===== src/rtl/listen_rc_cal_pkg.sv =====
// Constants, codes and types for the listen and RC calibration registers
package listen_rc_cal_pkg;
	// ==========================================================
	// Register offsets
	localparam logic [6:0] ADDR_OPMODE = 7'h01;
	localparam logic [6:0] ADDR_FRF_LOW = 7'h09;
	localparam logic [6:0] ADDR_RC_CAL = 7'h0A;
	localparam logic [6:0] ADDR_AFC = 7'h0B;
	localparam logic [6:0] ADDR_BAT = 7'h0C;
	localparam logic [6:0] ADDR_WAKE_CFG = 7'h0D;
	localparam logic [6:0] ADDR_IDLE_DUR = 7'h0E;
	localparam logic [6:0] ADDR_RX_DUR = 7'h0F;
	localparam logic [6:0] ADDR_REV = 7'h10;
	// ==========================================================
	// Field positions
	localparam int BIT_WAKE_EN = 6;
	localparam int BIT_WAKE_ABORT = 5;
	localparam int BIT_MODE_LO = 2;
	localparam int BIT_CAL_TRIG = 7;
	localparam int BIT_CAL_DONE = 6;
	localparam int BIT_AFC_LOW = 5;
	localparam int BIT_BAT_LIVE = 4;
	localparam int BIT_BAT_EN = 3;
	localparam int BIT_IDLE_UNIT = 6;
	localparam int BIT_RX_UNIT = 4;
	localparam int BIT_CRITERION = 3;
	localparam int BIT_EXIT = 1;
	// ==========================================================
	// Operating modes and codes
	localparam logic [2:0] MODE_SLEEP = 3'h0;
	localparam logic [2:0] MODE_STANDBY = 3'h1;
	localparam logic [2:0] MODE_SYNTH = 3'h2;
	localparam logic [2:0] MODE_RX = 3'h4;
	localparam logic [1:0] EXIT_STAY_RX = 2'h0;
	localparam logic [1:0] EXIT_TO_MODE = 2'h1;
	localparam logic [1:0] EXIT_RESUME = 2'h2;
	localparam logic [1:0] UNIT_BASE = 2'h1;
	localparam logic [1:0] UNIT_MID = 2'h2;
	localparam logic [1:0] UNIT_LONG = 2'h3;
	// ==========================================================
	// Reset values
	localparam logic [7:0] RST_FRF_LOW = 8'h00;
	localparam logic [2:0] RST_BAT_TRIM = 3'h2;
	localparam logic [1:0] RST_IDLE_UNIT = 2'h2;
	localparam logic [1:0] RST_RX_UNIT = 2'h1;
	localparam logic [1:0] RST_EXIT = 2'h1;
	localparam logic [7:0] RST_IDLE_COUNT = 8'hF5;
	localparam logic [7:0] RST_RX_COUNT = 8'h20;
	// ==========================================================
	// Timing: 64 us base unit; each larger unit is 64 times the last
	localparam int CLK_MHZ = 200;
	localparam int UNIT_BASE_US = 64;
	localparam int UNIT_BASE_CYC = UNIT_BASE_US * CLK_MHZ;
	localparam logic [5:0] UNIT_RATIO_LAST = 6'h3F;
	localparam int CAL_CYC_DEFAULT = 256;
	typedef enum logic [2:0] {L_OFF, L_IDLE, L_RX, L_HOLD, L_STOPPED} wake_state_e;
endpackage : listen_rc_cal_pkg


===== src/rtl/listen_rc_cal_regs.sv =====
// Listen-mode, RC calibration and battery detector register bank
`timescale 1ns/1ps
`default_nettype none

module listen_rc_cal_regs
	import listen_rc_cal_pkg::*;
#(
	parameter int UNIT_BASE_CYCLES = UNIT_BASE_CYC,
	parameter int CAL_CYCLES = CAL_CYC_DEFAULT,
	parameter logic [3:0] FULL_REV = 4'h1, // Arbitrary value
	parameter logic [3:0] MASK_REV = 4'h0 // Arbitrary value
)(
	input wire logic clock_i, // 200 MHz clock
	input wire logic rst_n_i, // Async reset, active low
	input wire logic [6:0] reg_addr_i, // Register address
	input wire logic [7:0] reg_wdata_i, // Write data
	input wire logic reg_wr_i, // Write strobe
	input wire logic reg_rd_i, // Read strobe
	output logic [7:0] reg_rdata_o, // Read data, next cycle
	input wire logic battery_low_i, // Comparator output
	input wire logic rssi_above_i, // Above signal_level_threshold
	input wire logic sync_match_i, // Sync or address matched
	input wire logic payload_complete_i, // payload_complete_flag pulse
	input wire logic timeout_i, // Receive timeout pulse
	output logic [2:0] chip_state_o, // Current operating state
	output logic fifo_flush_o, // Discard FIFO, one pulse
	output logic rc_cal_busy_o, // Calibration running
	output logic [7:0] carrier_low_o, // Carrier word bits 7..0
	output logic afc_low_index_enable_o, // Improved AFC routine
	output logic battery_detector_enable_o, // Detector on
	output logic [2:0] battery_threshold_trim_o // Threshold code
);
	// ==========================================================
	// Parameter checks
	if (UNIT_BASE_CYCLES < 2 || UNIT_BASE_CYCLES > 65536)
		$error("UNIT_BASE_CYCLES out of range");
	if (CAL_CYCLES < 1 || CAL_CYCLES > 65536)
		$error("CAL_CYCLES out of range");

	// ==========================================================
	// Configuration registers
	logic [7:0] frf_low, next_frf_low;
	logic afc_low, next_afc_low;
	logic bat_en, next_bat_en;
	logic [2:0] bat_trim, next_bat_trim;
	logic [1:0] idle_unit, next_idle_unit;
	logic [1:0] rx_unit, next_rx_unit;
	logic criterion, next_criterion;
	logic [1:0] exit_action, next_exit_action;
	logic [7:0] idle_count, next_idle_count;
	logic [7:0] rx_count, next_rx_count;
	logic wake_en, next_wake_en;
	logic [2:0] mode_field, next_mode_field;
	logic wr_op, abort_req;

	assign wr_op = reg_wr_i && reg_addr_i == ADDR_OPMODE;
	assign abort_req = wr_op && reg_wdata_i[BIT_WAKE_ABORT] && !reg_wdata_i[BIT_WAKE_EN];

	// Field updates; bits not named here are dropped
	always_comb
	begin
		next_frf_low = frf_low;
		next_afc_low = afc_low;
		next_bat_en = bat_en;
		next_bat_trim = bat_trim;
		next_idle_unit = idle_unit;
		next_rx_unit = rx_unit;
		next_criterion = criterion;
		next_exit_action = exit_action;
		next_idle_count = idle_count;
		next_rx_count = rx_count;
		next_wake_en = wake_en;
		next_mode_field = mode_field;
		if (reg_wr_i)
		begin
			case (reg_addr_i)
				ADDR_OPMODE:
				begin
					next_wake_en = reg_wdata_i[BIT_WAKE_EN];
					next_mode_field = reg_wdata_i[BIT_MODE_LO +: 3];
				end
				ADDR_FRF_LOW: next_frf_low = reg_wdata_i;
				ADDR_AFC: next_afc_low = reg_wdata_i[BIT_AFC_LOW];
				ADDR_BAT:
				begin
					next_bat_en = reg_wdata_i[BIT_BAT_EN];
					next_bat_trim = reg_wdata_i[2:0];
				end
				ADDR_WAKE_CFG:
				begin
					next_idle_unit = reg_wdata_i[BIT_IDLE_UNIT +: 2];
					next_rx_unit = reg_wdata_i[BIT_RX_UNIT +: 2];
					next_criterion = reg_wdata_i[BIT_CRITERION];
					next_exit_action = reg_wdata_i[BIT_EXIT +: 2];
				end
				ADDR_IDLE_DUR: next_idle_count = reg_wdata_i;
				ADDR_RX_DUR: next_rx_count = reg_wdata_i;
				default: next_frf_low = frf_low;
			endcase
		end
	end

	// Register the configuration
	always_ff @(posedge clock_i or negedge rst_n_i)
	begin
		if (!rst_n_i)
		begin
			frf_low <= RST_FRF_LOW;
			afc_low <= 1'b0;
			bat_en <= 1'b0;
			bat_trim <= RST_BAT_TRIM;
			idle_unit <= RST_IDLE_UNIT;
			rx_unit <= RST_RX_UNIT;
			criterion <= 1'b0;
			exit_action <= RST_EXIT;
			idle_count <= RST_IDLE_COUNT;
			rx_count <= RST_RX_COUNT;
			wake_en <= 1'b0;
			mode_field <= MODE_STANDBY;
		end
		else
		begin
			frf_low <= next_frf_low;
			afc_low <= next_afc_low;
			bat_en <= next_bat_en;
			bat_trim <= next_bat_trim;
			idle_unit <= next_idle_unit;
			rx_unit <= next_rx_unit;
			criterion <= next_criterion;
			exit_action <= next_exit_action;
			idle_count <= next_idle_count;
			rx_count <= next_rx_count;
			wake_en <= next_wake_en;
			mode_field <= next_mode_field;
		end
	end

	assign carrier_low_o = frf_low;
	assign afc_low_index_enable_o = afc_low;
	assign battery_detector_enable_o = bat_en;
	assign battery_threshold_trim_o = bat_trim;

	// ==========================================================
	// RC calibration
	logic cal_busy, next_cal_busy;
	logic [15:0] cal_cnt, next_cal_cnt;

	// Trigger starts a timed run; triggers while busy are ignored
	always_comb
	begin
		next_cal_busy = cal_busy;
		next_cal_cnt = cal_cnt;
		if (cal_busy)
		begin
			next_cal_cnt = cal_cnt + 16'h0001;
			if (cal_cnt == 16'(CAL_CYCLES - 1))
				next_cal_busy = 1'b0;
		end
		else if (reg_wr_i && reg_addr_i == ADDR_RC_CAL && reg_wdata_i[BIT_CAL_TRIG])
		begin
			next_cal_busy = 1'b1;
			next_cal_cnt = 16'h0000;
		end
	end

	always_ff @(posedge clock_i or negedge rst_n_i)
	begin
		if (!rst_n_i)
		begin
			cal_busy <= 1'b0;
			cal_cnt <= 16'h0000;
		end
		else
		begin
			cal_busy <= next_cal_busy;
			cal_cnt <= next_cal_cnt;
		end
	end

	assign rc_cal_busy_o = cal_busy;

	// ==========================================================
	// Time unit prescaler, restarted at each phase start
	logic [15:0] base_cnt, next_base_cnt;
	logic [5:0] mid_cnt, next_mid_cnt;
	logic [5:0] long_cnt, next_long_cnt;
	logic tick_base, tick_mid, tick_long, phase_start;

	assign tick_base = base_cnt == 16'(UNIT_BASE_CYCLES - 1);
	assign tick_mid = tick_base && mid_cnt == UNIT_RATIO_LAST;
	assign tick_long = tick_mid && long_cnt == UNIT_RATIO_LAST;

	// Tick of the unit selected by a code; reserved 00 acts as base
	// Ticks come in as an argument so the caller re-evaluates on them
	function automatic logic unit_tick(input logic [1:0] code, input logic [2:0] ticks);
		case (code)
			UNIT_MID: unit_tick = ticks[1];
			UNIT_LONG: unit_tick = ticks[2];
			default: unit_tick = ticks[0];
		endcase
	endfunction : unit_tick

	always_comb
	begin
		next_base_cnt = tick_base ? 16'h0000 : base_cnt + 16'h0001;
		next_mid_cnt = tick_base ? mid_cnt + 6'h01 : mid_cnt;
		next_long_cnt = tick_mid ? long_cnt + 6'h01 : long_cnt;
		if (phase_start)
		begin
			next_base_cnt = 16'h0000;
			next_mid_cnt = 6'h00;
			next_long_cnt = 6'h00;
		end
	end

	always_ff @(posedge clock_i or negedge rst_n_i)
	begin
		if (!rst_n_i)
		begin
			base_cnt <= 16'h0000;
			mid_cnt <= 6'h00;
			long_cnt <= 6'h00;
		end
		else
		begin
			base_cnt <= next_base_cnt;
			mid_cnt <= next_mid_cnt;
			long_cnt <= next_long_cnt;
		end
	end

	// ==========================================================
	// Listen cycle sequencer
	wake_state_e state, next_state;
	logic [7:0] units_done, next_units_done;
	logic flush_pending, next_flush_pending;
	logic [2:0] stop_mode, next_stop_mode;
	logic [2:0] chip_state, next_chip_state;
	logic next_fifo_flush, fifo_flush;
	logic sel_tick, phase_end, accept, rx_event;

	assign sel_tick = unit_tick(state == L_IDLE ? idle_unit : rx_unit,
		{tick_long, tick_mid, tick_base});
	assign phase_end = sel_tick &&
		({1'b0, units_done} + 9'h001 >= {1'b0, state == L_IDLE ? idle_count : rx_count});
	assign accept = rssi_above_i && (!criterion || sync_match_i);
	assign rx_event = payload_complete_i || timeout_i;

	// Idle/receive alternation, acceptance and exit handling
	always_comb
	begin
		next_state = state;
		next_units_done = sel_tick ? units_done + 8'h01 : units_done;
		next_flush_pending = flush_pending;
		next_stop_mode = stop_mode;
		next_fifo_flush = 1'b0;
		phase_start = 1'b0;
		case (state)
			L_OFF:
				if (next_wake_en)
				begin
					next_state = L_IDLE;
					phase_start = 1'b1;
				end
			L_IDLE:
				if (phase_end)
				begin
					next_state = L_RX;
					phase_start = 1'b1;
					next_fifo_flush = flush_pending;
					next_flush_pending = 1'b0;
				end
			L_RX:
				if (accept)
				begin
					if (exit_action == EXIT_STAY_RX)
					begin
						next_state = L_STOPPED;
						next_stop_mode = MODE_RX;
					end
					else
						next_state = L_HOLD;
				end
				else if (phase_end)
				begin
					next_state = L_IDLE;
					phase_start = 1'b1;
				end
			L_HOLD:
				if (rx_event)
				begin
					if (exit_action == EXIT_RESUME)
					begin
						next_state = L_IDLE;
						phase_start = 1'b1;
						next_flush_pending = 1'b1;
					end
					else
					begin
						next_state = L_STOPPED;
						next_stop_mode = mode_field;
					end
				end
			L_STOPPED: next_state = L_STOPPED;
			default: next_state = L_OFF;
		endcase
		if (phase_start)
			next_units_done = 8'h00;
		// Abort, or disabling a stopped cycle, returns to plain operation
		if (abort_req || (state == L_STOPPED && !next_wake_en) || (state != L_OFF &&
			!wake_en && !next_wake_en))
		begin
			next_state = L_OFF;
			next_flush_pending = 1'b0;
		end
		case (next_state)
			L_IDLE: next_chip_state = MODE_SLEEP;
			L_RX, L_HOLD: next_chip_state = MODE_RX;
			L_STOPPED: next_chip_state = next_stop_mode;
			default: next_chip_state = next_mode_field;
		endcase
	end

	always_ff @(posedge clock_i or negedge rst_n_i)
	begin
		if (!rst_n_i)
		begin
			state <= L_OFF;
			units_done <= 8'h00;
			flush_pending <= 1'b0;
			stop_mode <= MODE_STANDBY;
			chip_state <= MODE_STANDBY;
			fifo_flush <= 1'b0;
		end
		else
		begin
			state <= next_state;
			units_done <= next_units_done;
			flush_pending <= next_flush_pending;
			stop_mode <= next_stop_mode;
			chip_state <= next_chip_state;
			fifo_flush <= next_fifo_flush;
		end
	end

	assign chip_state_o = chip_state;
	assign fifo_flush_o = fifo_flush;

	// ==========================================================
	// Read path; unmapped and unused bits read zero
	logic [7:0] rdata, next_rdata;

	always_comb
	begin
		next_rdata = rdata;
		if (reg_rd_i)
		begin
			next_rdata = 8'h00;
			case (reg_addr_i)
				ADDR_OPMODE:
				begin
					next_rdata[BIT_WAKE_EN] = wake_en;
					next_rdata[BIT_MODE_LO +: 3] = chip_state;
				end
				ADDR_FRF_LOW: next_rdata = frf_low;
				ADDR_RC_CAL: next_rdata[BIT_CAL_DONE] = !cal_busy;
				ADDR_AFC: next_rdata[BIT_AFC_LOW] = afc_low;
				ADDR_BAT:
				begin
					next_rdata[BIT_BAT_LIVE] = bat_en && battery_low_i;
					next_rdata[BIT_BAT_EN] = bat_en;
					next_rdata[2:0] = bat_trim;
				end
				ADDR_WAKE_CFG:
					next_rdata = {idle_unit, rx_unit, criterion, exit_action, 1'b0};
				ADDR_IDLE_DUR: next_rdata = idle_count;
				ADDR_RX_DUR: next_rdata = rx_count;
				ADDR_REV: next_rdata = {FULL_REV, MASK_REV};
				default: next_rdata = 8'h00;
			endcase
		end
	end

	always_ff @(posedge clock_i or negedge rst_n_i)
	begin
		if (!rst_n_i)
			rdata <= 8'h00;
		else
			rdata <= next_rdata;
	end

	assign reg_rdata_o = rdata;

	// ==========================================================
	// Assertions
	property p_trig_reads_zero;
		@(posedge clock_i) disable iff (!rst_n_i)
		reg_rd_i && reg_addr_i == ADDR_RC_CAL |=> !reg_rdata_o[BIT_CAL_TRIG] &&
			reg_rdata_o[BIT_CAL_DONE] == !$past(rc_cal_busy_o);
	endproperty
	a_trig_reads_zero: assert property (p_trig_reads_zero) else $error("trigger read");

	property p_cal_start;
		@(posedge clock_i) disable iff (!rst_n_i)
		!rc_cal_busy_o && reg_wr_i && reg_addr_i == ADDR_RC_CAL &&
			reg_wdata_i[BIT_CAL_TRIG] |=> rc_cal_busy_o;
	endproperty
	a_cal_start: assert property (p_cal_start) else $error("cal not started");

	property p_frf_store;
		@(posedge clock_i) disable iff (!rst_n_i)
		reg_wr_i && reg_addr_i == ADDR_FRF_LOW |=> carrier_low_o == $past(reg_wdata_i);
	endproperty
	a_frf_store: assert property (p_frf_store) else $error("carrier byte");

	property p_bat_live;
		@(posedge clock_i) disable iff (!rst_n_i)
		reg_rd_i && reg_addr_i == ADDR_BAT |=>
			reg_rdata_o[BIT_BAT_LIVE] == ($past(battery_low_i) &&
			$past(battery_detector_enable_o));
	endproperty
	a_bat_live: assert property (p_bat_live) else $error("battery flag");

	property p_accept_stay;
		@(posedge clock_i) disable iff (!rst_n_i)
		state == L_RX && accept && exit_action == EXIT_STAY_RX && !abort_req && wake_en
			|=> state == L_STOPPED && chip_state_o == MODE_RX;
	endproperty
	a_accept_stay: assert property (p_accept_stay) else $error("exit 00");

	property p_idle_to_rx;
		@(posedge clock_i) disable iff (!rst_n_i)
		state == L_IDLE && phase_end && !abort_req && wake_en
			|=> state == L_RX && chip_state_o == MODE_RX;
	endproperty
	a_idle_to_rx: assert property (p_idle_to_rx) else $error("idle end");

	property p_resume_flush;
		@(posedge clock_i) disable iff (!rst_n_i)
		state == L_IDLE && flush_pending && phase_end && !abort_req && wake_en
			|=> fifo_flush_o ##1 !fifo_flush_o;
	endproperty
	a_resume_flush: assert property (p_resume_flush) else $error("flush");

	property p_unused_zero;
		@(posedge clock_i) disable iff (!rst_n_i)
		reg_rd_i && reg_addr_i == ADDR_AFC |=> reg_rdata_o[7:6] == 2'h0 &&
			reg_rdata_o[4:0] == 5'h00;
	endproperty
	a_unused_zero: assert property (p_unused_zero) else $error("unused bits");
endmodule : listen_rc_cal_regs

`default_nettype wire


===== config.mk =====
export PLATFORM = sky130hd
export DESIGN_NAME = listen_rc_cal_regs
export DESIGN_NICKNAME = d
export VERILOG_FILES = /design/src/rtl/listen_rc_cal_pkg.sv /design/src/rtl/listen_rc_cal_regs.sv
export SDC_FILE = /design/constraint.sdc
export NUM_CORES = 1
export LEC_CHECK = 0
export ABC_AREA = 1
export BUFFER_PORTS_ARGS = -buffer_cell sky130_fd_sc_hd__buf_2
export CORE_MARGIN = 10
export CORE_UTILIZATION = 30
export DETAILED_ROUTE_END_ITERATION = 6
export PLACE_DENSITY_LB_ADDON = 0.25
export SETUP_SLACK_MARGIN = 0.4
export SLEW_MARGIN = 10
export SYNTH_ARGS = -nofsm -noshare
export SYNTH_HDL_FRONTEND = slang
export SYNTH_SLANG_ARGS = --single-unit

===== constraint.sdc =====
create_clock -name clock_i -period 2.45 [get_ports clock_i]
set_input_delay 0.245 -clock clock_i [delete_from_list [all_inputs] [get_ports clock_i]]
set_output_delay 0.245 -clock clock_i [all_outputs]
set_load 0.005 [all_outputs]

# Yosys cells after proc, flatten, opt, wreduce, memory -nomap -nowiden
# Cells that the tools add are included.
# Widths: inputs -> output; s select.
# totals
regBits	112
in_bits	24
out_inout_bits	26
# classes
n_addsub	6
magnitude_cmp	1
eq_ne	27
n_mux	53
n_reduce_logical	38
# ops
cell	count
$mux 16	4
$eq 7x4->1 const B	7
$mux 3	14
$add 16x1->16 const B	2
$mux 6	4
$mux 8	3
$pmux 3 s7	1
$eq 16x14->1 const B	1
$eq 16x8->1 const B	1
$mux 1	16
$pmux 3 s5	1
$logic_and 1x1->1	13
$add 6x1->6 const B	2
$eq 3x2->1 const B	4
$eq 6x6->1 const B	2
$reduce_and 2->1	6
$pmux 2 s5	1
$add 8x1->9 const B	1
$ge 9x8->1	1
$pmux 3 s3	1
$add 8x1->8 const B	1
$pmux 1 s4	2
$reduce_bool 2->1	4
$eq 7x1->1 const B	1
18 further kinds	32

# Depth between registers and ports, before layout
# depth
depth_word	12
mapped_depth	24

# Worst setup path after synthesis
# No wires, ideal clock.
# synth_timing
path_kind	reg2reg
from	register state[1]
to	register long_cnt[2]
setup_time_ns	0.087
arrival_time_ns	2.305
t_required_ns	2.363
setup_slack_ns	0.058
stages_incl_launch_ff	21
n_path_buf	2
synth_period_minus_slack_ns	2.392
path_cell_list	dfrtp_1 nor2_2 nand2_4 clkbuf_1 nand2_1 o21ai_0 ha_1 nand2_1 inv_1 nand2_1 nand3_1 nand2_1 nand2_1 nand2_1 nand2_1 nand2_4 inv_4 nand2_4 nand4_4 buf_6 a211oi_2
# synth_between
elab_chain_len	9
# synth_lines
element	line	text
from (decl)	listen_rc_cal_regs.sv:234	wake_state_e state, next_state;
from (signal assigned)	listen_rc_cal_regs.sv:337	state <= next_state;
branches (longest 7 deep; another with $ge 9x8->1)	-	
$pmux 1 s4 (*)	listen_rc_cal_regs.sv:258	case (state)
$mux 6 / $reduce_bool 2->1 (equally long branches)	-	
to (signal assigned)	listen_rc_cal_regs.sv:228	long_cnt <= next_long_cnt;
to (decl)	listen_rc_cal_regs.sv:186	logic [5:0] long_cnt, next_long_cnt;
# Every way passes the cells marked *.
# A chain may end at the register's enable or synchronous reset.

# Final worst setup path
# layout_timing
from	register units_done[1]
to	register units_done[4]
# layout_between
elab_chain_len	7
# layout_lines
element	line	text
from (decl)	listen_rc_cal_regs.sv:235	logic [7:0] units_done, next_units_done;
from (signal assigned)	listen_rc_cal_regs.sv:338	units_done <= next_units_done;
$add 8x1->9	listen_rc_cal_regs.sv:245	({1'b0, units_done} + 9'h001 >= {1'b0, state == L_IDLE ? idle_count : rx_count});
$ge 9x8->1	listen_rc_cal_regs.sv:245	
$logic_and 1x1->1	listen_rc_cal_regs.sv:244	assign phase_end = sel_tick &&
$mux 1	listen_rc_cal_regs.sv:266, listen_rc_cal_regs.sv:284	
$mux 1	listen_rc_cal_regs.sv:274	if (accept)
$pmux 1 s4	listen_rc_cal_regs.sv:258	
$mux 8 / $reduce_bool 2->1 (equally long branches)	-	
# Several ways; a longest one is shown, not always the timed one. The select of a mux whose other input is x is not followed.

==> impl_metrics.ini <==
[synthesis]
ys_types = 47
synth_enable_flop_cells = 0
synth.avg_cell_area_um2 = 8.18
async_flop_share_pct = 100
synth_seq_cells = 112
seq_area_frac_synth_pct = 47.9
netlist_area_um2 = 5880
ys.flop_type = dfrtp_1
yosys_warnings = 0
syn_inst = 719
synth_nets = 756

[route]
drt_first_pass_iters = 4
post_drt_wl_per_cell_um = 14.1
drt_wl_total_um = 15200
ant_nets = 0
drt_iter0_drc = 327
drc = 0
vias = 4908
routed_via_density = 4.56

[clocking]
clockBufferDepth = 2
cts-root-buf = clkbuf_16
cts_tree = yes
clkSinkCount = 112
worst_skew_pair.late_latency_ns = 0.37
clkTransAtPathRegs_ns = 0.08
cts-htree-levels = 3
cts_buffers = 9

[floorplanning]
dieArea_um2 = 25600
design.core.area_um2 = 19400
rows = 51
fp.dieW_um = 160
num_io_pins = 50
start_util_pct = 30.3
fp.dieH_um = 160

[timing]
slew_headroom_pct = 66.3
slew_violations = 0
fin_crit_sh_pct = 103
setup_slack_ns = -0.0773
period_needed_ns = 2.53
setup_viol = 7
fmaxAchievable_mhz = 396
rsz0062_at_grt = yes
tightest_slew_ns = 0.505
hold_viol = 0
fin_skew_ns = 0.0149

[critical_path]
endpoint_kind = register
critPathMaxFanout = 3
worstPathArrival_ns = 2.78
critPathKind = reg -> reg
required_ns = 2.70
start_kind = register

[finish]
layout_commonest_cell = nand2_1
final_cell_mix = nand2_1, dfrtp_1, inv_1
fin_nets = 843
post-route-util_pct = 37.2
antennaDiodeCount = 0
drive_gt1_share_pct = 23.2
area_delta_synth_final_pct = 22.6
layout.cells.non_filler = 1076
fillCellCount = 2029

[global_route]
gr-total-overflow = 0
grt_start_max_net_pins = 40
track_usage_pct = 12.0
grt_pass1_vias = 4949
antenna_found_initial = 0
grt_pass1_wl_um = 25400

[placed_design]
gp_congestion = 0.817
dp.cells = 1038
port_buffers = 49
post-dp-hpwl_um = 11100

[flow_run]
drv_cap = 0

[power]
p_per_area_nw_per_um2 = 649
peakVddDrop_v = 0.000372
power_leakage_nw = 3.45

[min_path]
worstHoldPathType = in -> reg

[status]
violations = setup timing
status = complete, but fails checks
## timing repair
action / 4_1_cts / 5_1_grt
endpoints found under the hold margin: 34 / 0
pin swaps: 2 / 10
resized for setup: 9 / 27
hold buffers: 1 / 0
buffers inserted: 14 / 7
setup endpoints to repair: 44 / 47
## logic make-up after synthesis
kind of cell,after synthesis,synth area share [%]
xor gates and xnor gates,25,3.72
and+or+nand+nor,339,26.3
buffers and inverters,109,7.32
AOI/OAI and AO/OA,117,11.3
DFF,112,47.9
muxes,4,0.681
adders and majority gates,13,2.76
## final timing paths
path                                            from                                      end  slack (ns)  depth (start not counted)
max in group asynchronous                    rst_n_i  battery_threshold_trim_o[1]$_DFFE_PN1P_        1.40                          3
min reg2reg                    base_cnt[0]$_DFF_PN0_                    base_cnt[0]$_DFF_PN0_        0.48                          1
max reg2reg                units_done[1]$_DFFE_PN0P_                units_done[4]$_DFFE_PN0P_       -0.08                         17
min                                   reg_wdata_i[0]                idle_count[0]$_DFFE_PN1P_        0.16                          3
min in group asynchronous                    rst_n_i                    base_cnt[4]$_DFF_PN0_        0.40                          2
max                        units_done[1]$_DFFE_PN0P_                units_done[4]$_DFFE_PN0P_       -0.08                         17
## worst max-delay path, stage by stage (launching register included)
cell	delay [ns]
dfrtp_1	0.43
ha_4	0.20
nand3_4	0.10
xor2_2	0.16
inv_2	0.08
buf_4	0.13
buf_4	0.12
buf_4	0.12
buf_4	0.12
buf_4	0.12
buf_4	0.12
buf_4	0.13
buf_4	0.12
buf_4	0.12
buf_4	0.12
buf_4	0.12
nand2_1	0.06
a21oi_1	0.06
## metal layers
| metal | up-vias | track usage [%] | share of wire (%) |
|---|---|---|---|
| li1 | 2510 | - | - |
| met1 | 2310 | 15.6 | 47 |
| met2 | 69 | 19.4 | 48 |
| met3 | 19 | 2.83 | 3.0 |
| met4 | 0 | 3.80 | 1.7 |
| met5 | - | 0 | 0 |
## layout make-up
type                    instances  area, um^2  share of cell area (%)
multi-input cells             498        2820                    39.1
flip-flops and latches        112        2820                    39.1
repair buffers                 88         581                    8.05
inverters                      97         367                    5.08
well taps                     265         332                    4.60
clock buffers                  10         229                    3.18
clock inverters                 6        60.1                   0.833
## where the power goes
| part | switching (mW) | total [mW] | internal (mW) | leakage [nW] |
|---|---|---|---|---|
| sequential | 0.179 | 2.26 | 2.08 | 1.44 |
| clock | 0.759 | 1.48 | 0.723 | 0.143 |
| combinational | 0.563 | 0.934 | 0.371 | 1.87 |
## Yosys cell counts, drive strengths merged (3+ instances only)
library cell    n  area share, %
nand2         200             13
dfrtp          98             42
inv            96            6.2
nor2           69            5.0
o21ai          68            5.8
nand3          30            2.8
a21oi          25            2.1
xor2           18            2.7
nand4          15            2.0
dfstp          14            6.3
nor3           14            1.9
ha             13            2.8
clkbuf          8           0.51
xnor2           7            1.0
a221oi          6           0.89
a31oi           4           0.43
buf             4           0.57
mux2i           4           0.68
nor3b           4           0.51
nand3b          3           0.38
nor4            3           0.32
o2111ai         3           0.45
## registers in the layout, summed over array words and instances (netlist names), 2 cells and up
name,cells
chip_state_o,3
rx_count,8
carrier_low_o,8
base_cnt,16
reg_rdata_o,8
mid_cnt,6
rx_unit,2
units_done,8
cal_cnt,16
state,3
exit_action,2
mode_field,3
idle_unit,2
stop_mode,3
battery_threshold_trim_o,3
long_cnt,6
idle_count,8
## through the flow
stage	hold slack, ns	setup TNS [ns]	total power, mW	setup WS [ns]	instance area [um^2]
after floorplan	-0.0506	0	2.86	0.123	5930
after global placement	0.256	0	3.17	0.0492	6600
after detailed placement	0.259	-0.212	3.17	-0.0504	6600
after CTS	0.156	-0.152	4.70	-0.0325	7040
after global routing	0.201	-5.73	4.97	-0.200	7210
final	0.164	-0.137	4.68	-0.0773	7210
Note: power is estimated with default switching activity, not from simulation.
